===== src/rtl/dlt_pkg.sv =====
// Shared constants, types and register map for the dual engine level trigger
package dlt_pkg;

    // Threshold and sample codes are unsigned 8-bit fractions of full scale
    typedef logic [7:0] dlt_code_t;

    // Level code that stands for zero volts on the trigger source
    localparam dlt_code_t DLT_LEVEL_ZERO = 8'h80;

    // Trigger source of one engine
    typedef enum logic [1:0] {
        DLT_SRC_CH_A   = 2'b00,  // Converter channel A
        DLT_SRC_CH_B   = 2'b01,  // Converter channel B
        DLT_SRC_EXT    = 2'b10,  // External trigger input samples
        DLT_SRC_OFF    = 2'b11   // Engine disabled
    } dlt_src_e;

    // Edge direction that counts as an event
    typedef enum logic {
        DLT_SLOPE_RISE = 1'b0,   // Samples rise above level
        DLT_SLOPE_FALL = 1'b1    // Samples fall below level
    } dlt_slope_e;

    // How engine events make the board trigger
    typedef enum logic [1:0] {
        DLT_OP_FIRST   = 2'b00,  // use_first_engine_only
        DLT_OP_SECOND  = 2'b01,  // use_second_engine_only
        DLT_OP_EITHER  = 2'b10   // use_either_engine
    } dlt_op_e;

    // Settings of one engine
    typedef struct packed {
        dlt_src_e   src;         // Source selection
        dlt_slope_e slope;       // Slope selection
        dlt_code_t  level;       // threshold_code
    } dlt_cfg_s;

    // Sample stream from the converters, one code per source
    typedef struct packed {
        dlt_code_t ch_a;         // Channel A sample
        dlt_code_t ch_b;         // Channel B sample
        dlt_code_t ext;          // External input sample
        logic      valid;        // New sample set this cycle
    } dlt_samples_s;

    // State of one engine
    typedef struct packed {
        dlt_code_t prev;         // Previous sample of the source
        logic      have_prev;    // Previous sample is meaningful
        logic      event_hit;    // One-cycle crossing event
    } dlt_eng_state_s;

    // State of the top block
    typedef struct packed {
        dlt_op_e   op;           // Board trigger operation
        dlt_cfg_s  cfg_first;    // first_trigger_engine settings
        dlt_cfg_s  cfg_second;   // second_trigger_engine settings
        logic      clr_first;    // History clear, first engine
        logic      clr_second;   // History clear, second engine
        logic [31:0] rdata;      // Read data for access phase
        logic      ready;        // Access phase answer
        logic      slverr;       // Unmapped address answer
        logic      trig;         // Board trigger pulse
        logic [15:0] count;      // Board triggers seen
    } dlt_top_state_s;

    // Register byte offsets
    localparam logic [7:0] DLT_OFF_OP     = 8'h00;  // Operation
    localparam logic [7:0] DLT_OFF_CFG    = 8'h04;  // Engine configuration write
    localparam logic [7:0] DLT_OFF_FIRST  = 8'h08;  // First engine readback
    localparam logic [7:0] DLT_OFF_SECOND = 8'h0c;  // Second engine readback
    localparam logic [7:0] DLT_OFF_STATUS = 8'h10;  // Count and history flags

    // Field positions
    localparam int DLT_OP_LSB    = 0;   // Operation field
    localparam int DLT_ENG_BIT   = 0;   // Engine selector, 1 = second
    localparam int DLT_SRC_LSB   = 4;   // Source field
    localparam int DLT_SLOPE_BIT = 8;   // Slope bit
    localparam int DLT_LVL_LSB   = 16;  // Level field
    localparam int DLT_CNT_LSB   = 0;   // Trigger count
    localparam int DLT_ARM1_BIT  = 16;  // First engine has history
    localparam int DLT_ARM2_BIT  = 17;  // Second engine has history

    // Byte lanes that carry each field
    localparam int DLT_LANE_LOW  = 0;   // Engine, source, operation
    localparam int DLT_LANE_SLP  = 1;   // Slope
    localparam int DLT_LANE_LVL  = 2;   // Level

    // Reset values
    localparam dlt_op_e  DLT_OP_RESET  = DLT_OP_FIRST;
    localparam dlt_cfg_s DLT_CFG_RESET = '{src: DLT_SRC_OFF, slope: DLT_SLOPE_RISE,
                                           level: DLT_LEVEL_ZERO};
    localparam logic [15:0] DLT_CNT_ONE = 16'h0001;

endpackage


===== src/rtl/dlt_source_mux.sv =====
// Trigger source selector feeding one engine comparator
`timescale 1ns/1ps
`default_nettype none
module dlt_source_mux
    import dlt_pkg::*;
(
    input  wire dlt_samples_s samples,    // All sample streams
    input  wire dlt_src_e     src,        // Selected source
    output logic [7:0]        code,       // Selected sample code
    output logic              code_valid  // Selected sample is new
);

    // Pick the stream; a disabled engine never sees a valid sample
    always_comb begin
        code       = samples.ch_a;
        code_valid = samples.valid;
        unique case (src)
            DLT_SRC_CH_A: code = samples.ch_a;
            DLT_SRC_CH_B: code = samples.ch_b;
            DLT_SRC_EXT:  code = samples.ext;
            DLT_SRC_OFF:  code_valid = 1'b0;
        endcase
    end

endmodule
`default_nettype wire


===== src/rtl/dlt_engine.sv =====
// One level trigger engine: crossing detector on an 8-bit code
`timescale 1ns/1ps
`default_nettype none
module dlt_engine
    import dlt_pkg::*;
(
    input  wire logic         pclk,        // Sample clock
    input  wire logic         presetn,     // Async reset, active low
    input  wire dlt_cfg_s     cfg,         // Slope and level
    input  wire logic         clear,       // Drop sample history
    input  wire logic [7:0]   code,        // Selected sample
    input  wire logic         code_valid,  // Sample is new
    output logic              event_hit,   // Crossing pulse
    output logic              armed        // History present
);

    dlt_eng_state_s st_ff;                 // Registered state
    dlt_eng_state_s nxt_st;                // Next state
    logic           rise_x;                // Upward crossing
    logic           fall_x;                // Downward crossing

    // Unsigned compare of previous and current sample against level
    assign rise_x = (st_ff.prev <= cfg.level) && (code > cfg.level);
    assign fall_x = (st_ff.prev >= cfg.level) && (code < cfg.level);

    // Next state: history update and event pulse
    always_comb begin
        nxt_st           = st_ff;
        nxt_st.event_hit = 1'b0;
        if (clear) begin
            // New settings: forget the old sample to avoid a false edge
            nxt_st.have_prev = 1'b0;
        end else if (code_valid) begin
            nxt_st.prev      = code;
            nxt_st.have_prev = 1'b1;
            if (st_ff.have_prev) begin
                nxt_st.event_hit = (cfg.slope == DLT_SLOPE_RISE) ? rise_x : fall_x;
            end
        end
    end

    // State register
    always_ff @(posedge pclk or negedge presetn) begin
        if (!presetn) begin
            st_ff <= '0;
        end else begin
            st_ff <= nxt_st;
        end
    end

    assign event_hit = st_ff.event_hit;
    assign armed     = st_ff.have_prev;
endmodule
`default_nettype wire


===== src/rtl/dlt_trigger_top.sv =====
// Dual engine level trigger with APB register access
//
// What this block does
// - Two engines, each configured and detecting independently
// - Engine events combine only by OR
// - Configuration write names one engine and touches it
// - Source selection picks the comparator input per engine
// - Rising slope: event when samples cross above level
// - Falling slope: event when samples cross below level
// - Threshold is an unsigned 8-bit code
// - Code 0 negative, 128 zero, 255 positive full scale
// - Operation picks first only, second only, or either
//
// Local design decisions: the APB slave port and the register addresses.
`timescale 1ns/1ps
`default_nettype none
module dlt_trigger_top
    import dlt_pkg::*;
(
    input  wire logic         pclk,          // Clock, 20 MHz
    input  wire logic         presetn,       // Async reset, active low
    input  wire logic [7:0]   paddr,         // APB byte address
    input  wire logic         psel,          // APB select
    input  wire logic         penable,       // APB access phase
    input  wire logic         pwrite,        // APB write
    input  wire logic [31:0]  pwdata,        // APB write data
    input  wire logic [3:0]   pstrb,         // APB byte strobes
    output logic [31:0]       prdata,        // APB read data
    output logic              pready,        // APB ready
    output logic              pslverr,       // APB error, unmapped address
    input  wire dlt_samples_s samples,       // Converter sample streams
    output logic              first_event,   // First engine event pulse
    output logic              second_event,  // Second engine event pulse
    output logic              board_trigger  // Board trigger pulse
);

    // Timing at a glance: every bus transfer is answered in the
    // cycle after its setup, with no wait states.
    // An engine pulse reaches board_trigger one cycle later through
    // a flop; the trigger count follows one cycle after that.
    // Writing an engine clears its history, so a sample pair that
    // spans old and new settings never raises an event.
    // The error flag may linger one cycle past its access phase;
    // a master reads it only together with pready.

    dlt_top_state_s st_ff;                   // Registered state
    dlt_top_state_s nxt_st;                  // Next state
    logic [7:0]     code1;                   // First engine sample
    logic [7:0]     code2;                   // Second engine sample
    logic           val1;                    // First engine sample valid
    logic           val2;                    // Second engine sample valid
    logic           ev1;                     // First engine event
    logic           ev2;                     // Second engine event
    logic           arm1;                    // First engine history
    logic           arm2;                    // Second engine history
    logic           setup;                   // APB setup phase
    logic           wr_take;                 // Write completes this edge
    logic           mapped;                  // Address decodes
    logic           cfg_wr;                  // Engine configuration write
    logic           to_second;               // Selector names second engine

    // Readback word of one engine's settings
    function automatic logic [31:0] cfg_word(input dlt_cfg_s c);
        logic [31:0] w;
        w                         = '0;
        w[DLT_SRC_LSB +: 2]       = c.src;
        w[DLT_SLOPE_BIT]          = c.slope;
        w[DLT_LVL_LSB +: 8]       = c.level;
        return w;
    endfunction

    // Apply the strobed fields of a configuration write
    function automatic dlt_cfg_s cfg_merge(input dlt_cfg_s c,
                                           input logic [31:0] d,
                                           input logic [3:0] be);
        dlt_cfg_s r;
        r = c;
        // Engine lane carries the source field
        if (be[DLT_LANE_LOW]) begin
            r.src = dlt_src_e'(d[DLT_SRC_LSB +: 2]);
        end
        // Slope lane
        if (be[DLT_LANE_SLP]) begin
            r.slope = dlt_slope_e'(d[DLT_SLOPE_BIT]);
        end
        // Level lane
        if (be[DLT_LANE_LVL]) begin
            r.level = d[DLT_LVL_LSB +: 8];
        end
        return r;
    endfunction

    // Source selection, one per engine
    dlt_source_mux u_mux_first (
        .samples    (samples),
        .src        (st_ff.cfg_first.src),
        .code       (code1),
        .code_valid (val1)
    );

    dlt_source_mux u_mux_second (
        .samples    (samples),
        .src        (st_ff.cfg_second.src),
        .code       (code2),
        .code_valid (val2)
    );

    // Two independent engines, each with its own settings
    dlt_engine u_eng_first (
        .pclk       (pclk),
        .presetn    (presetn),
        .cfg        (st_ff.cfg_first),
        .clear      (st_ff.clr_first),
        .code       (code1),
        .code_valid (val1),
        .event_hit  (ev1),
        .armed      (arm1)
    );

    dlt_engine u_eng_second (
        .pclk       (pclk),
        .presetn    (presetn),
        .cfg        (st_ff.cfg_second),
        .clear      (st_ff.clr_second),
        .code       (code2),
        .code_valid (val2),
        .event_hit  (ev2),
        .armed      (arm2)
    );

    // Bus phase decode
    assign setup     = psel && !penable;
    assign wr_take   = psel && penable && st_ff.ready && pwrite && !st_ff.slverr;
    assign mapped    = (paddr == DLT_OFF_OP) || (paddr == DLT_OFF_CFG) ||
                       (paddr == DLT_OFF_FIRST) || (paddr == DLT_OFF_SECOND) ||
                       (paddr == DLT_OFF_STATUS);
    // Selector lane must be strobed, or the write is not for any engine
    assign cfg_wr    = wr_take && (paddr == DLT_OFF_CFG) && pstrb[DLT_LANE_LOW];
    assign to_second = pwdata[DLT_ENG_BIT];

    // Next state: bus slave, settings and board trigger
    always_comb begin
        nxt_st            = st_ff;
        nxt_st.clr_first  = 1'b0;
        nxt_st.clr_second = 1'b0;
        // Answer in the access phase right after every setup
        nxt_st.ready      = setup;
        if (setup) begin
            // Decode now so the answer leaves a flop
            nxt_st.slverr = !mapped;
            nxt_st.rdata  = '0;
            // Reads capture the settings at setup
            if (!pwrite) begin
                unique case (paddr)
                    DLT_OFF_OP: begin
                        nxt_st.rdata[DLT_OP_LSB +: 2] = st_ff.op;
                    end
                    DLT_OFF_FIRST: begin
                        nxt_st.rdata = cfg_word(st_ff.cfg_first);
                    end
                    DLT_OFF_SECOND: begin
                        nxt_st.rdata = cfg_word(st_ff.cfg_second);
                    end
                    DLT_OFF_STATUS: begin
                        nxt_st.rdata[DLT_CNT_LSB +: 16] = st_ff.count;
                        nxt_st.rdata[DLT_ARM1_BIT]      = arm1;
                        nxt_st.rdata[DLT_ARM2_BIT]      = arm2;
                    end
                    default: begin
                        // Write-only command word and holes read as zero
                        nxt_st.rdata = '0;
                    end
                endcase
            end
        end else if (!(psel && penable)) begin
            // Bus idle: drop the error flag
            nxt_st.slverr = 1'b0;
        end
        // Operation write; the unused code leaves the setting alone
        if (wr_take && (paddr == DLT_OFF_OP) && pstrb[DLT_LANE_LOW] &&
            (pwdata[DLT_OP_LSB +: 2] != 2'b11)) begin
            nxt_st.op = dlt_op_e'(pwdata[DLT_OP_LSB +: 2]);
        end
        // Configuration goes to the named engine only
        if (cfg_wr) begin
            if (to_second) begin
                nxt_st.cfg_second = cfg_merge(st_ff.cfg_second, pwdata, pstrb);
                nxt_st.clr_second = 1'b1;
            end else begin
                nxt_st.cfg_first  = cfg_merge(st_ff.cfg_first, pwdata, pstrb);
                nxt_st.clr_first  = 1'b1;
            end
        end
        // Board trigger: selected engine, or OR of both, nothing else
        unique case (st_ff.op)
            DLT_OP_FIRST:  nxt_st.trig = ev1;
            DLT_OP_SECOND: nxt_st.trig = ev2;
            DLT_OP_EITHER: nxt_st.trig = ev1 || ev2;
            default:       nxt_st.trig = 1'b0;
        endcase
        // Count board triggers, wrapping at the top
        if (st_ff.trig) begin
            nxt_st.count = st_ff.count + DLT_CNT_ONE;
        end
    end

    // State register
    always_ff @(posedge pclk or negedge presetn) begin
        if (!presetn) begin
            // Idle: first only, both engines off
            st_ff            <= '0;
            st_ff.op         <= DLT_OP_RESET;
            st_ff.cfg_first  <= DLT_CFG_RESET;
            st_ff.cfg_second <= DLT_CFG_RESET;
        end else begin
            // Whole state advances as one word
            st_ff <= nxt_st;
        end
    end

    // Outputs straight from flip-flops
    assign prdata        = st_ff.rdata;
    assign pready        = st_ff.ready;
    assign pslverr       = st_ff.slverr;
    assign first_event   = ev1;
    assign second_event  = ev2;
    assign board_trigger = st_ff.trig;
endmodule
`default_nettype wire


===== config.mk =====
export PLATFORM = sky130hd
export DESIGN_NAME = dlt_trigger_top
export DESIGN_NICKNAME = d
export VERILOG_FILES = /design/src/rtl/dlt_pkg.sv /design/src/rtl/dlt_source_mux.sv /design/src/rtl/dlt_engine.sv /design/src/rtl/dlt_trigger_top.sv
export SDC_FILE = /design/constraint.sdc
export NUM_CORES = 1
export LEC_CHECK = 0
export ABC_AREA = 1
export BUFFER_PORTS_ARGS = -buffer_cell sky130_fd_sc_hd__buf_2
export CAP_MARGIN = 40
export CORE_MARGIN = 5
export CORE_UTILIZATION = 30
export CTS_CLUSTER_DIAMETER = 100
export DETAILED_ROUTE_END_ITERATION = 10
export REMOVE_ABC_BUFFERS = 1
export SYNTH_ARGS = -nofsm -noshare
export SYNTH_HDL_FRONTEND = slang
export SYNTH_SLANG_ARGS = --single-unit

===== constraint.sdc =====
create_clock -name pclk -period 7.4 [get_ports pclk]
set_input_delay 0.37 -clock pclk [delete_from_list [all_inputs] [get_ports pclk]]
set_output_delay 0.37 -clock pclk [all_outputs]
set_load 0.02 [all_outputs]

Word-level counts from Yosys, hierarchy flattened --
Cells that the tools add are included.
Storage, ports and cells: bits in registers 97, bits of input ports 74, output and inout port bits 37
Operators by class: add/sub/neg operators 1, $lt $le $gt $ge 8, equal/unequal tests 14, mux-type cells 24, bitwise operators 3, reduce and logical (&&, ||, !) cells 34
Operator list (number):
- $pmux 16 s3 | 1
- $pmux 8 s2 | 2
- $mux 24 | 1
- $reduce_and 3->1 | 6
- $add 16x1->16 const B | 1
- $eq 8x4->1 const B | 2
- $ge 8x8->1 | 2
- $gt 8x8->1 | 2
- $le 8x8->1 | 2
- $lt 8x8->1 | 2
- $logic_and 1x1->1 | 14
- $mux 1 | 14
- $pmux 6 s2 | 1
- $eq 2x2->1 const B | 5
- $eq 8x3->1 const B | 1
- $eq 8x5->1 const B | 1
- $logic_not 8->1 | 1
- $eq 2x1->1 const B | 3
- $mux 2 | 3
- $logic_or 1x1->1 | 5
- $ne 2x2->1 const B | 2
- $pmux 2 s2 | 1
- $reduce_and 2->1 | 2
- $reduce_bool 2->1 | 2
- 4 further kinds | 8

Logic depth before layout (Yosys ltp) --
Gate-level depths: netlist (run 1).
word-level depth 8, depth in mapped cells 17

Hierarchy --
A second synthesis (run 1) with hierarchy kept.
Unflattened totals: cell total of the unflattened synthesis 754, area total of the unflattened synthesis 5791.8 um2
Modules (own cells, without submodules):
- dlt_trigger_top | times used 1, cells an instance 430, area an instance 3564.7 um2, seq. area each 1734.2 um2
- dlt_engine | times used 2, cells an instance 103, area an instance 850.8 um2, seq. area each 250.2 um2
- dlt_source_mux | times used 2, cells an instance 59, area an instance 262.8 um2, seq. area each 0.0 um2

Worst setup path before layout (run 1) --
OpenSTA, ideal clock, no wires.
path type reg2reg, from reg st_ff[62] in the netlist's numbering, to reg u_eng_second.st_ff (netlist bit u_eng_second.event_hit), library setup time 0.071 ns, arrival 2.339 ns, required time 7.329 ns, setup slack 4.990 ns, stages on the path, launching flop included 18, clock period less this slack 2.410 ns, cell sequence dfstp_2 -> inv_1 -> ha_1 -> inv_1 -> clkbuf_1 -> nand3_1 -> o21ai_0 -> inv_1 -> ha_1 -> nand2_1 -> inv_1 -> nand2_1 -> nand3_1 -> a21oi_1 -> nand2_1 -> nand2_1 -> nand2_1 -> nor2_1
RTL lines:
- from (decl) | RTL line dlt_trigger_top.sv:46 | dlt_top_state_s st_ff;
- from (signal assigned) | RTL line dlt_trigger_top.sv:217 | st_ff <= nxt_st;
- to (signal assigned) | RTL line dlt_engine.sv:47 | st_ff <= nxt_st;
- to (decl) | RTL line dlt_engine.sv:17 | dlt_eng_state_s st_ff;

==> results.yml, run 1 <==
route:
  first_pass_iters: 5
  drc_errors: 0
  drt_iter0_drc: 371
  via_count: 4554
  vias_per_cell: 4.63
  drt-wirelength-per-cell_um: 14.5
  ant_nets: 0
  wl_mm: 14.3
hold_path:
  min_from: "pwdata[4]"
  min_path_type: "primary input to register"
  holdPathEnd: "st_ff[62]"
  hold_depth: 3
worst_setup_path:
  regToRegEndpoint: "u_eng_first.event_hit"
  crit_slowest_cell: "dfstp_2"
  cp_data_required_time_ns: 7.66
  rrSetupSlack_ns: 4.62
  max_stage_delay_ns: 0.62
  r2r_cells: 16
  end_kind: "register"
  arrival_ns: 3.04
  path_max_fanout: 16
  start_kind: "register"
  path_common_cell: "nand2_1"
  critPathKind: "register to register"
  path_cells: "inv_1 -> ha_1 -> inv_1 -> nand3_1 -> o21ai_0 -> inv_1 -> ha_1 -> nand2_1 -> inv_1 -> nand2_1 -> nand3_1 -> a21oi_1 -> nand2_1 -> nand2_1 -> nand2_1 -> nor2_1"
  r2r-start: "st_ff[73]"
  critPathTopFamily: "simple AND/OR/NAND/NOR gates"
  path_buf_inv: 4
cts:
  post_cts_resized: 0
  clock-sinks: 89
  cts_max_level: 3
  insertion_delay_ns: 0.34
  clkTransAtPathRegs_ns: 0.06
  cts_root_buf: "clkbuf_16"
  numCtsBuffers: 9
  ctsHoldBuffers: 1
  postCtsSetupBuffers: 0
  cts_tree: "done"
  cts_buffer_depth: 2
yosys:
  ys_top_cells_by_area: "dfrtp_1 (37%), nand2_1 (13%), ha_1 (8.8%)"
  seq_area_frac_synth: 0.401
  yosysTopAreaCell: "dfrtp_1"
  synth_top_area_share: 0.373
  synth.cell_area_um2: 5570
  syn_area_per_cell_um2: 8.00
  synthCells: 697
  synthDistinctLibCells: 39
  synth_edf_count: 0
  yosys_most_used_dff: "dfrtp_1"
  yosys_register_bits: 89
  synthArstFlopShare: 1.00
  synth_warnings: 0
placed_design:
  port_buffers: 82
  gp_congestion: 0.845
  place_hpwl_mm: 11.4
  dp_slack_ns: 4.65
  placed_cells: 967
sta:
  hold_violations: 0
  fin_crit_sh: 0.376
  min_period_ns: 2.78
  setup_viol: 0
  tightest_slew_ns: 0.795
  skew_ns: 0.00850
  setup_slack_ns: 4.62
  slew_headroom: 0.470
  slew_violations: 0
  fmax_mhz: 360
  rsz0062_at_grt: "no"
  tns_ns: 0
global_routing:
  overflow: 0
  use_met3: 0.0322
  top_usage_layer: "met2"
  met2_usage: 0.217
  use_met1: 0.176
  track_usage: 0.133
  grt_max_degree: 65
  grt_pass1_wl_mm: 23.1
  antenna_found_initial: 4
  grt_pass1_vias: 4493
cells_and_area:
  fin_nets: 863
  final_layout_size_suffix_gt1_frac: 0.201
  multiInputGateArea_um2: 2670
  ff_latch_area_um2: 2230
  antenna_cells: 0
  finalNonFillerCells: 984
  fillers: 1888
  areaGrowthSynthToFinish_pct: 13.6
floorplanning:
  die_w_um: 146
  coreArea_um2: 18100
  num_rows: 49
  design.die.area_um2: 21400
  io_pins: 111
  die_y_um: 146
  start_util: 0.307
job:
  cap_violations: 0
run_status:
  outcome: "finished, final reports clean"
power_and_ir_drop:
  powerDensity_nw_per_um2: 185
  leakage_uw: 0.00320
  vdd_drop_max_mv: 0.107
-- cell usage in the layout (no fill, tap or decap), types with 6 or more instances in the layout --
| cell type | n |
|---|---|
| nand2_1 | 199 |
| inv_1 | 83 |
| dfrtp_1 | 83 |
| buf_2 | 81 |
| nand3_1 | 65 |
| ha_1 | 39 |
| o21ai_1 | 24 |
| o21ai_0 | 21 |
| nor2_1 | 19 |
| a21oi_1 | 19 |
| inv_2 | 11 |
| xor2_1 | 11 |
| o22ai_1 | 9 |
| clkbuf_16 | 9 |
| conb_1 | 8 |
| o31ai_2 | 7 |
| nor3_1 | 6 |
| dfstp_2 | 6 |
-- power breakdown --
group	internal [uW]	switching [uW]
Combinational	49.3	94.0
Sequential	508	18.1
Clock	299	199
Total	857	311
-- synth_stat cells, types with 2 or more instances --
cell type  instances
o22ai_1            9
nor2_2             2
nor3_1             6
buf_4             32
o211ai_2           4
nor2_1            19
inv_1             83
inv_2             11
o21ai_0           21
buf_1              2
clkbuf_1          10
nand2_1          199
nor3_2             4
nor3_4             4
dfrtp_1           83
xor2_1            11
clkinv_1           2
clkinv_4           2
or3b_1             2
a21o_1             2
buf_2              4
nand4_2            4
xnor2_1            2
o21ai_1           24
nand2_2            4
dfstp_2            6
nor2_4             2
a21oi_1           19
o31ai_2            7
nand4_1            5
nand3_1           65
nand3_4            2
ha_1              39
-- cell families after synthesis --
| logic type | synth area share |
|---|---|
| AOI/OAI and AO/OA | 0.0995 |
| xor gates and xnor gates | 0.0204 |
| adders and majority gates | 0.0876 |
| buffers and inverters | 0.125 |
| DFF | 0.401 |
| other | 0.000673 |
| and+or+nand+nor | 0.266 |
-- state kept, by name, indices dropped and copies added, names as in the netlist --
| signal | flops |
|---|---|
| st_ff | 42 |
| prdata | 24 |
| u_eng_first.st_ff | 8 |
| u_eng_second.st_ff | 8 |
| board_trigger | 1 |
| pready | 1 |
| pslverr | 1 |
| u_eng_first.armed | 1 |
| u_eng_first.event_hit | 1 |
| u_eng_second.armed | 1 |
| u_eng_second.event_hit | 1 |
-- tightest hold or removal path, stage by stage --
cell and delay, ns:
buf_2 0.10, inv_1 0.06, o21ai_1 0.07
-- through the flow --
step	utilization	hold WS (ns)	power, uW	area [um^2]
after global placement	0.330	0.314	676	5990
after floorplan	-	0.0744	619	5280
after global routing	0.349	0.279	1220	6330
final	0.349	0.269	1170	6330
after CTS	0.349	0.265	1180	6330
after detailed placement	0.330	0.309	680	5990
-- worst max-delay path by stage --
stage                     slack (ns)      start                endpoint  cells after the start
after floorplan                 5.12  st_ff[62]  u_eng_second.event_hit                     16
after global placement          4.66  st_ff[73]   u_eng_first.event_hit                     16
after detailed placement        4.65  st_ff[62]  u_eng_second.event_hit                     16
after CTS                       4.63  st_ff[73]   u_eng_first.event_hit                     16
after global routing            4.38  st_ff[73]   u_eng_first.event_hit                     16
final                           4.62  st_ff[73]   u_eng_first.event_hit                     16
-- per-layer routing --
| metal | share of wire | up-vias | wire [um] |
|---|---|---|---|
| li1 | - | 2323 | - |
| met1 | 0.45 | 2106 | 6450 |
| met2 | 0.48 | 96 | 6820 |
| met3 | 0.053 | 21 | 757 |
| met4 | 0.016 | 8 | 235 |
| met5 | 0.0020 | - | 29 |
-- area by class of cell --
cell class,instances,share of cell area
multi-input combinational,468,0.422
sequential,89,0.353
timing repair buffer,84,0.0680
inverter,98,0.0597
tap,229,0.0453
clock buffer,9,0.0356
clock inverter,7,0.0168
Note: power is estimated with default switching activity, not from simulation.
==> run 2: changes to the inputs <==
==> constraint.sdc (replaced) <==
create_clock -name pclk -period 2.79 [get_ports pclk]
set_input_delay 0.1395 -clock pclk [delete_from_list [all_inputs] [get_ports pclk]]
set_output_delay 0.1395 -clock pclk [all_outputs]
set_load 0.02 [all_outputs]
==> results.yml, run 2 (synthesized netlist as in run 1, its figures left out) <==
route:
  drt_iter0_drc: 290
  drt-wirelength-per-cell_um: 14.8
  via_count: 4610
  ant_nets: 0
  drc_errors: 0
  first_pass_iters: 5
  vias_per_cell: 4.66
  wl_mm: 14.6
cells_and_area:
  fin_nets: 868
  fillers: 1936
  finalNonFillerCells: 990
  mostFrequentLayoutCells: "nand2_1 (199), dfrtp_1 (83), inv_1 (81), buf_2 (81), nand3_1 (65)"
  areaGrowthSynthToFinish_pct: 14.7
  final_common_cell: "nand2_1"
  regMostFlops: "st_ff"
  largest_register_ffs: 42
  final_layout_size_suffix_gt1_frac: 0.220
worst_setup_path:
  cp_data_required_time_ns: 3.05
  end_kind: "register"
  rrSetupSlack_ns: 0.14
  path_cells: "inv_1 -> ha_2 -> clkinvlp_4 -> o21ai_2 -> buf_4 -> inv_1 -> ha_1 -> nand2_1 -> inv_1 -> nand2_1 -> nand2_1 -> a21oi_1 -> nand2_1 -> nand2_1 -> nand2_1 -> nor2_1"
  critPathKind: "register to register"
  critPathTopFamily: "adder cells"
  path_max_fanout: 8
  regToRegEndpoint: "u_eng_first.event_hit"
  arrival_ns: 2.91
  path_buf_inv: 5
  start_kind: "register"
  crit_slowest_cell: "dfstp_2"
  r2r-start: "st_ff[73]"
  path_common_cell: "nand2_1"
  r2r_cells: 16
  max_stage_delay_ns: 0.56
floorplanning:
  io_pins: 111
  coreArea_um2: 18100
  num_rows: 49
  die_y_um: 146
  die_w_um: 146
  design.die.area_um2: 21400
  start_util: 0.307
global_routing:
  track_usage: 0.136
  grt_pass1_vias: 4472
  grt_max_degree: 59
  overflow: 0
  antenna_found_initial: 3
  grt_pass1_wl_mm: 23.5
power_and_ir_drop:
  p_int_uw: 2200
  switching_share: 0.272
  clockPowerShare: 0.410
  vdd_drop_max_mv: 0.321
  total_power_uw: 3030
  powerDensity_nw_per_um2: 473
  leakage_uw: 0.00320
  netSwitchingPower_uw: 822
  comb_power_share: 0.129
  seq_power_share: 0.461
sta:
  slew_headroom: 0.476
  tightest_slew_ns: 0.785
  hold_violations: 0
  min_period_ns: 2.65
  setup_slack_ns: 0.136
  setup_viol: 0
  tns_ns: 0
  rsz0062_at_grt: "yes"
  fmax_mhz: 377
  fin_crit_sh: 0.951
  skew_ns: 0.0100
  slew_violations: 0
cts:
  cts_root_buf: "clkbuf_16"
  cts_tree: "done"
  postCtsSetupBuffers: 0
  cts_max_level: 3
  numCtsBuffers: 9
  clock-sinks: 89
  insertion_delay_ns: 0.34
  cts_buffer_depth: 2
  clkTransAtPathRegs_ns: 0.07
placed_design:
  dp_slack_ns: 0.102
  place_hpwl_mm: 11.5
  port_buffers: 82
  placed_cells: 970
  gp_congestion: 0.862
job:
  cap_violations: 0
hold_path:
  holdPathEnd: "st_ff[71]"
  min_path_type: "primary input to register"
  min_from: "pwdata[23]"
  hold_depth: 3
run_status:
  outcome: "finished, final reports clean"
## run 2: routing by layer
layer / GRT usage / part of all wire
met1: 0.177 / 0.45
met2: 0.217 / 0.47
met3: 0.0378 / 0.061
met4: 0.0484 / 0.022
met5: 0 / 0.0019
## run 2: layout make-up
class / count / area [um^2] / share of cell area
Inverter: 98 / 385 / 0.0603
Tap cell: 229 / 287 / 0.0448
Sequential cell: 89 / 2230 / 0.350
Timing Repair Buffer: 87 / 465 / 0.0728
Antenna cell: 1 / 2.50 / 0.000391
Clock buffer: 10 / 239 / 0.0374
Timing Repair inverter: 2 / 15.0 / 0.00235
Multi-Input combinational cell: 468 / 2700 / 0.422
Clock inverter: 6 / 65.1 / 0.0102
## run 2: repair_timing
item                                   4_1_cts  5_1_grt
setup endpoints to repair                    0        2
endpoints found under the hold margin       54        0
resized for setup                            0       26
hold buffers                                 1        0
## run 2: worst max-delay path by stage
stage	to	start	cells after the start
final	u_eng_first.event_hit	st_ff[73]	16
after CTS	u_eng_first.event_hit	st_ff[73]	17
after detailed placement	u_eng_first.event_hit	st_ff[73]	17
after floorplan	u_eng_second.event_hit	st_ff[62]	16
after global routing	u_eng_first.event_hit	st_ff[73]	15
after global placement	u_eng_first.event_hit	st_ff[73]	17
## run 2: per-stage QoR
step	cell area, um^2	hold slack, ns	util
finish	6390	0.0427	0.352
global route	6390	0.0407	0.352
CTS	6340	0.0358	0.349
detailed placement	6020	0.276	0.332
global placement	6020	0.273	0.332
floorplan	5280	-0.156	-
## run 2: worst register-to-register path, stage by stage, from the launching register on
cell and delay (ns):
dfstp_2 0.56, inv_1 0.05, ha_2 0.37, clkinvlp_4 0.22, o21ai_2 0.24, buf_4 0.15
inv_1 0.04, ha_1 0.26, nand2_1 0.07, inv_1 0.05, nand2_1 0.06, nand2_1 0.06
a21oi_1 0.15, nand2_1 0.07, nand2_1 0.05, nand2_1 0.04, nor2_1 0.13
## run 2: power by group through the flow
stage	sequential (uW)	combinational [uW]	clock (uW)
6_report	1400	391	1240
5_1_grt	1400	451	1330
4_1_cts	1400	391	1270
3_5_place_dp	1420	388	0
3_3_place_gp	1420	378	0
2_1_floorplan	1410	227	0
==> run 3: changes to the inputs <==
==> constraint.sdc (replaced) <==
create_clock -name pclk -period 2.79 [get_ports pclk]
set_input_delay 0.279 -clock pclk [delete_from_list [all_inputs] [get_ports pclk]]
set_output_delay 0.279 -clock pclk [all_outputs]
set_load 0.02 [all_outputs]
==> results.yml, run 3 (synthesized netlist as in run 1, its figures left out) <==
placed_design:
  place_hpwl_mm: 11.3
  gp_congestion: 0.850
  placed_cells: 970
  dp_slack_ns: 0.101
  port_buffers: 82
sta:
  skew_ns: 0.00602
  rsz0062_at_grt: "yes"
  min_period_ns: 2.63
  setup_viol: 0
  whs_ns: 0.183
  setup_slack_ns: 0.159
  hold_violations: 0
  fin_crit_sh: 0.943
  tightest_slew_ns: 0.590
  slew_headroom: 0.606
  slew_violations: 0
  fmax_mhz: 380
worst_setup_path:
  crit_slowest_cell: "dfstp_2"
  cp_data_required_time_ns: 3.05
  critPathKind: "register to register"
  path_cells: "inv_1 -> ha_2 -> clkinvlp_4 -> o21ai_2 -> buf_4 -> inv_1 -> ha_1 -> nand2_1 -> inv_1 -> nand2_1 -> nand2_1 -> a21oi_1 -> nand2_1 -> nand2_1 -> nand2_1 -> nor2_1"
  critPathTopFamily: "adder cells"
  path_buf_inv: 5
  max_stage_delay_ns: 0.55
  path_common_cell: "nand2_1"
  path_max_fanout: 8
  end_kind: "register"
  start_kind: "register"
  arrival_ns: 2.89
  rrSetupSlack_ns: 0.16
cells_and_area:
  largest_register_ffs: 42
  final_layout_size_suffix_gt1_frac: 0.214
  fin_nets: 868
  mostFrequentLayoutCells: "nand2_1 (199), dfrtp_1 (83), inv_1 (81), buf_2 (81), nand3_1 (65)"
  final_common_cell: "nand2_1"
  areaGrowthSynthToFinish_pct: 14.0
  antenna_cells: 0
  regMostFlops: "st_ff"
  fin_util: 0.350
  finalNonFillerCells: 989
  fillers: 1929
route:
  first_pass_iters: 4
  ant_nets: 0
  drt-wirelength-per-cell_um: 14.7
  via_count: 4657
  drc_errors: 0
  drt_iter0_drc: 275
  vias_per_cell: 4.71
  wl_mm: 14.5
power_and_ir_drop:
  vdd_drop_max_mv: 0.267
  total_power_uw: 2910
  leakage_uw: 0.00318
  powerDensity_nw_per_um2: 458
job:
  cap_violations: 0
global_routing:
  antenna_found_initial: 3
  overflow: 0
  grt_pass1_wl_mm: 23.1
  track_usage: 0.134
  use_met3: 0.0335
  use_met1: 0.178
  grt_max_degree: 90
  grt_pass1_vias: 4523
  top_usage_layer: "met2"
  met2_usage: 0.214
cts:
  cts_max_level: 3
  cts_buffer_depth: 2
  clock-sinks: 89
  clkTransAtPathRegs_ns: 0.06
  cts_root_buf: "clkbuf_16"
  cts_tree: "done"
  numCtsBuffers: 9
  insertion_delay_ns: 0.34
floorplanning:
  design.die.area_um2: 21400
  coreArea_um2: 18100
  num_rows: 49
  io_pins: 111
  die_w_um: 146
  start_util: 0.307
  die_y_um: 146
hold_path:
  min_path_type: "primary input to register"
run_status:
  outcome: "finished, final reports clean"
## run 3: final timing paths
check | startpoint | to | cells after the start
setup / recovery | st_ff[73] | u_eng_first.event_hit | 16
hold / removal | pwdata[23] | st_ff[71] | 3
setup reg to reg | st_ff[73] | u_eng_first.event_hit | 16
hold reg to reg | st_ff[52] | u_eng_first.armed | 1
max in group asynchronous | presetn | prdata[16] | 3
min in group asynchronous | presetn | prdata[22] | 3
## run 3: per-layer routing
layer	wire length, um	vias up
met2	6770	99
met4	287	6
li1	-	2325
met5	28	-
met1	6700	2202
met3	706	25
## run 3: worst register-to-register path: cells and delay by family (launching register included)
| family | cells | cell delay (ns) |
|---|---|---|
| buffers and inverters | 5 | 0.51 |
| AO/OA/AOI/OAI | 2 | 0.36 |
| flip-flops | 1 | 0.55 |
| adder cells (fa/ha/maj) | 2 | 0.64 |
| AND/OR/NAND/NOR | 7 | 0.49 |
## run 3: metrics by stage
stage | instance area (um^2) | TNS, ns
final | 6350 | 0
after global routing | 6350 | -0.0206
after CTS | 6300 | 0
after detailed placement | 6020 | 0
after global placement | 6020 | 0
after floorplan | 5280 | 0
## run 3: report_power, final
part,switching [uW],internal (uW)
sequential,48.2,1350
clock,494,632
combinational,252,135
## run 3: cell type report
cell class	count	area [um^2]	area share
clock buffer	14	254	0.0400
timing repair buffer	87	465	0.0733
clock inverter	2	13.8	0.00217
multi-input combinational	468	2700	0.425
sequential	89	2230	0.352
tap	229	287	0.0451
timing repair inverter	2	15.0	0.00236
inverter	98	385	0.0607
## run 3: timing repair
item | 4_1_cts | 5_1_grt
setup buffers | 0 | 0
hold endpoints to repair | 7 | 0
resized for setup | 0 | 27
hold buffers | 1 | 0
setup endpoints to repair | 0 | 2
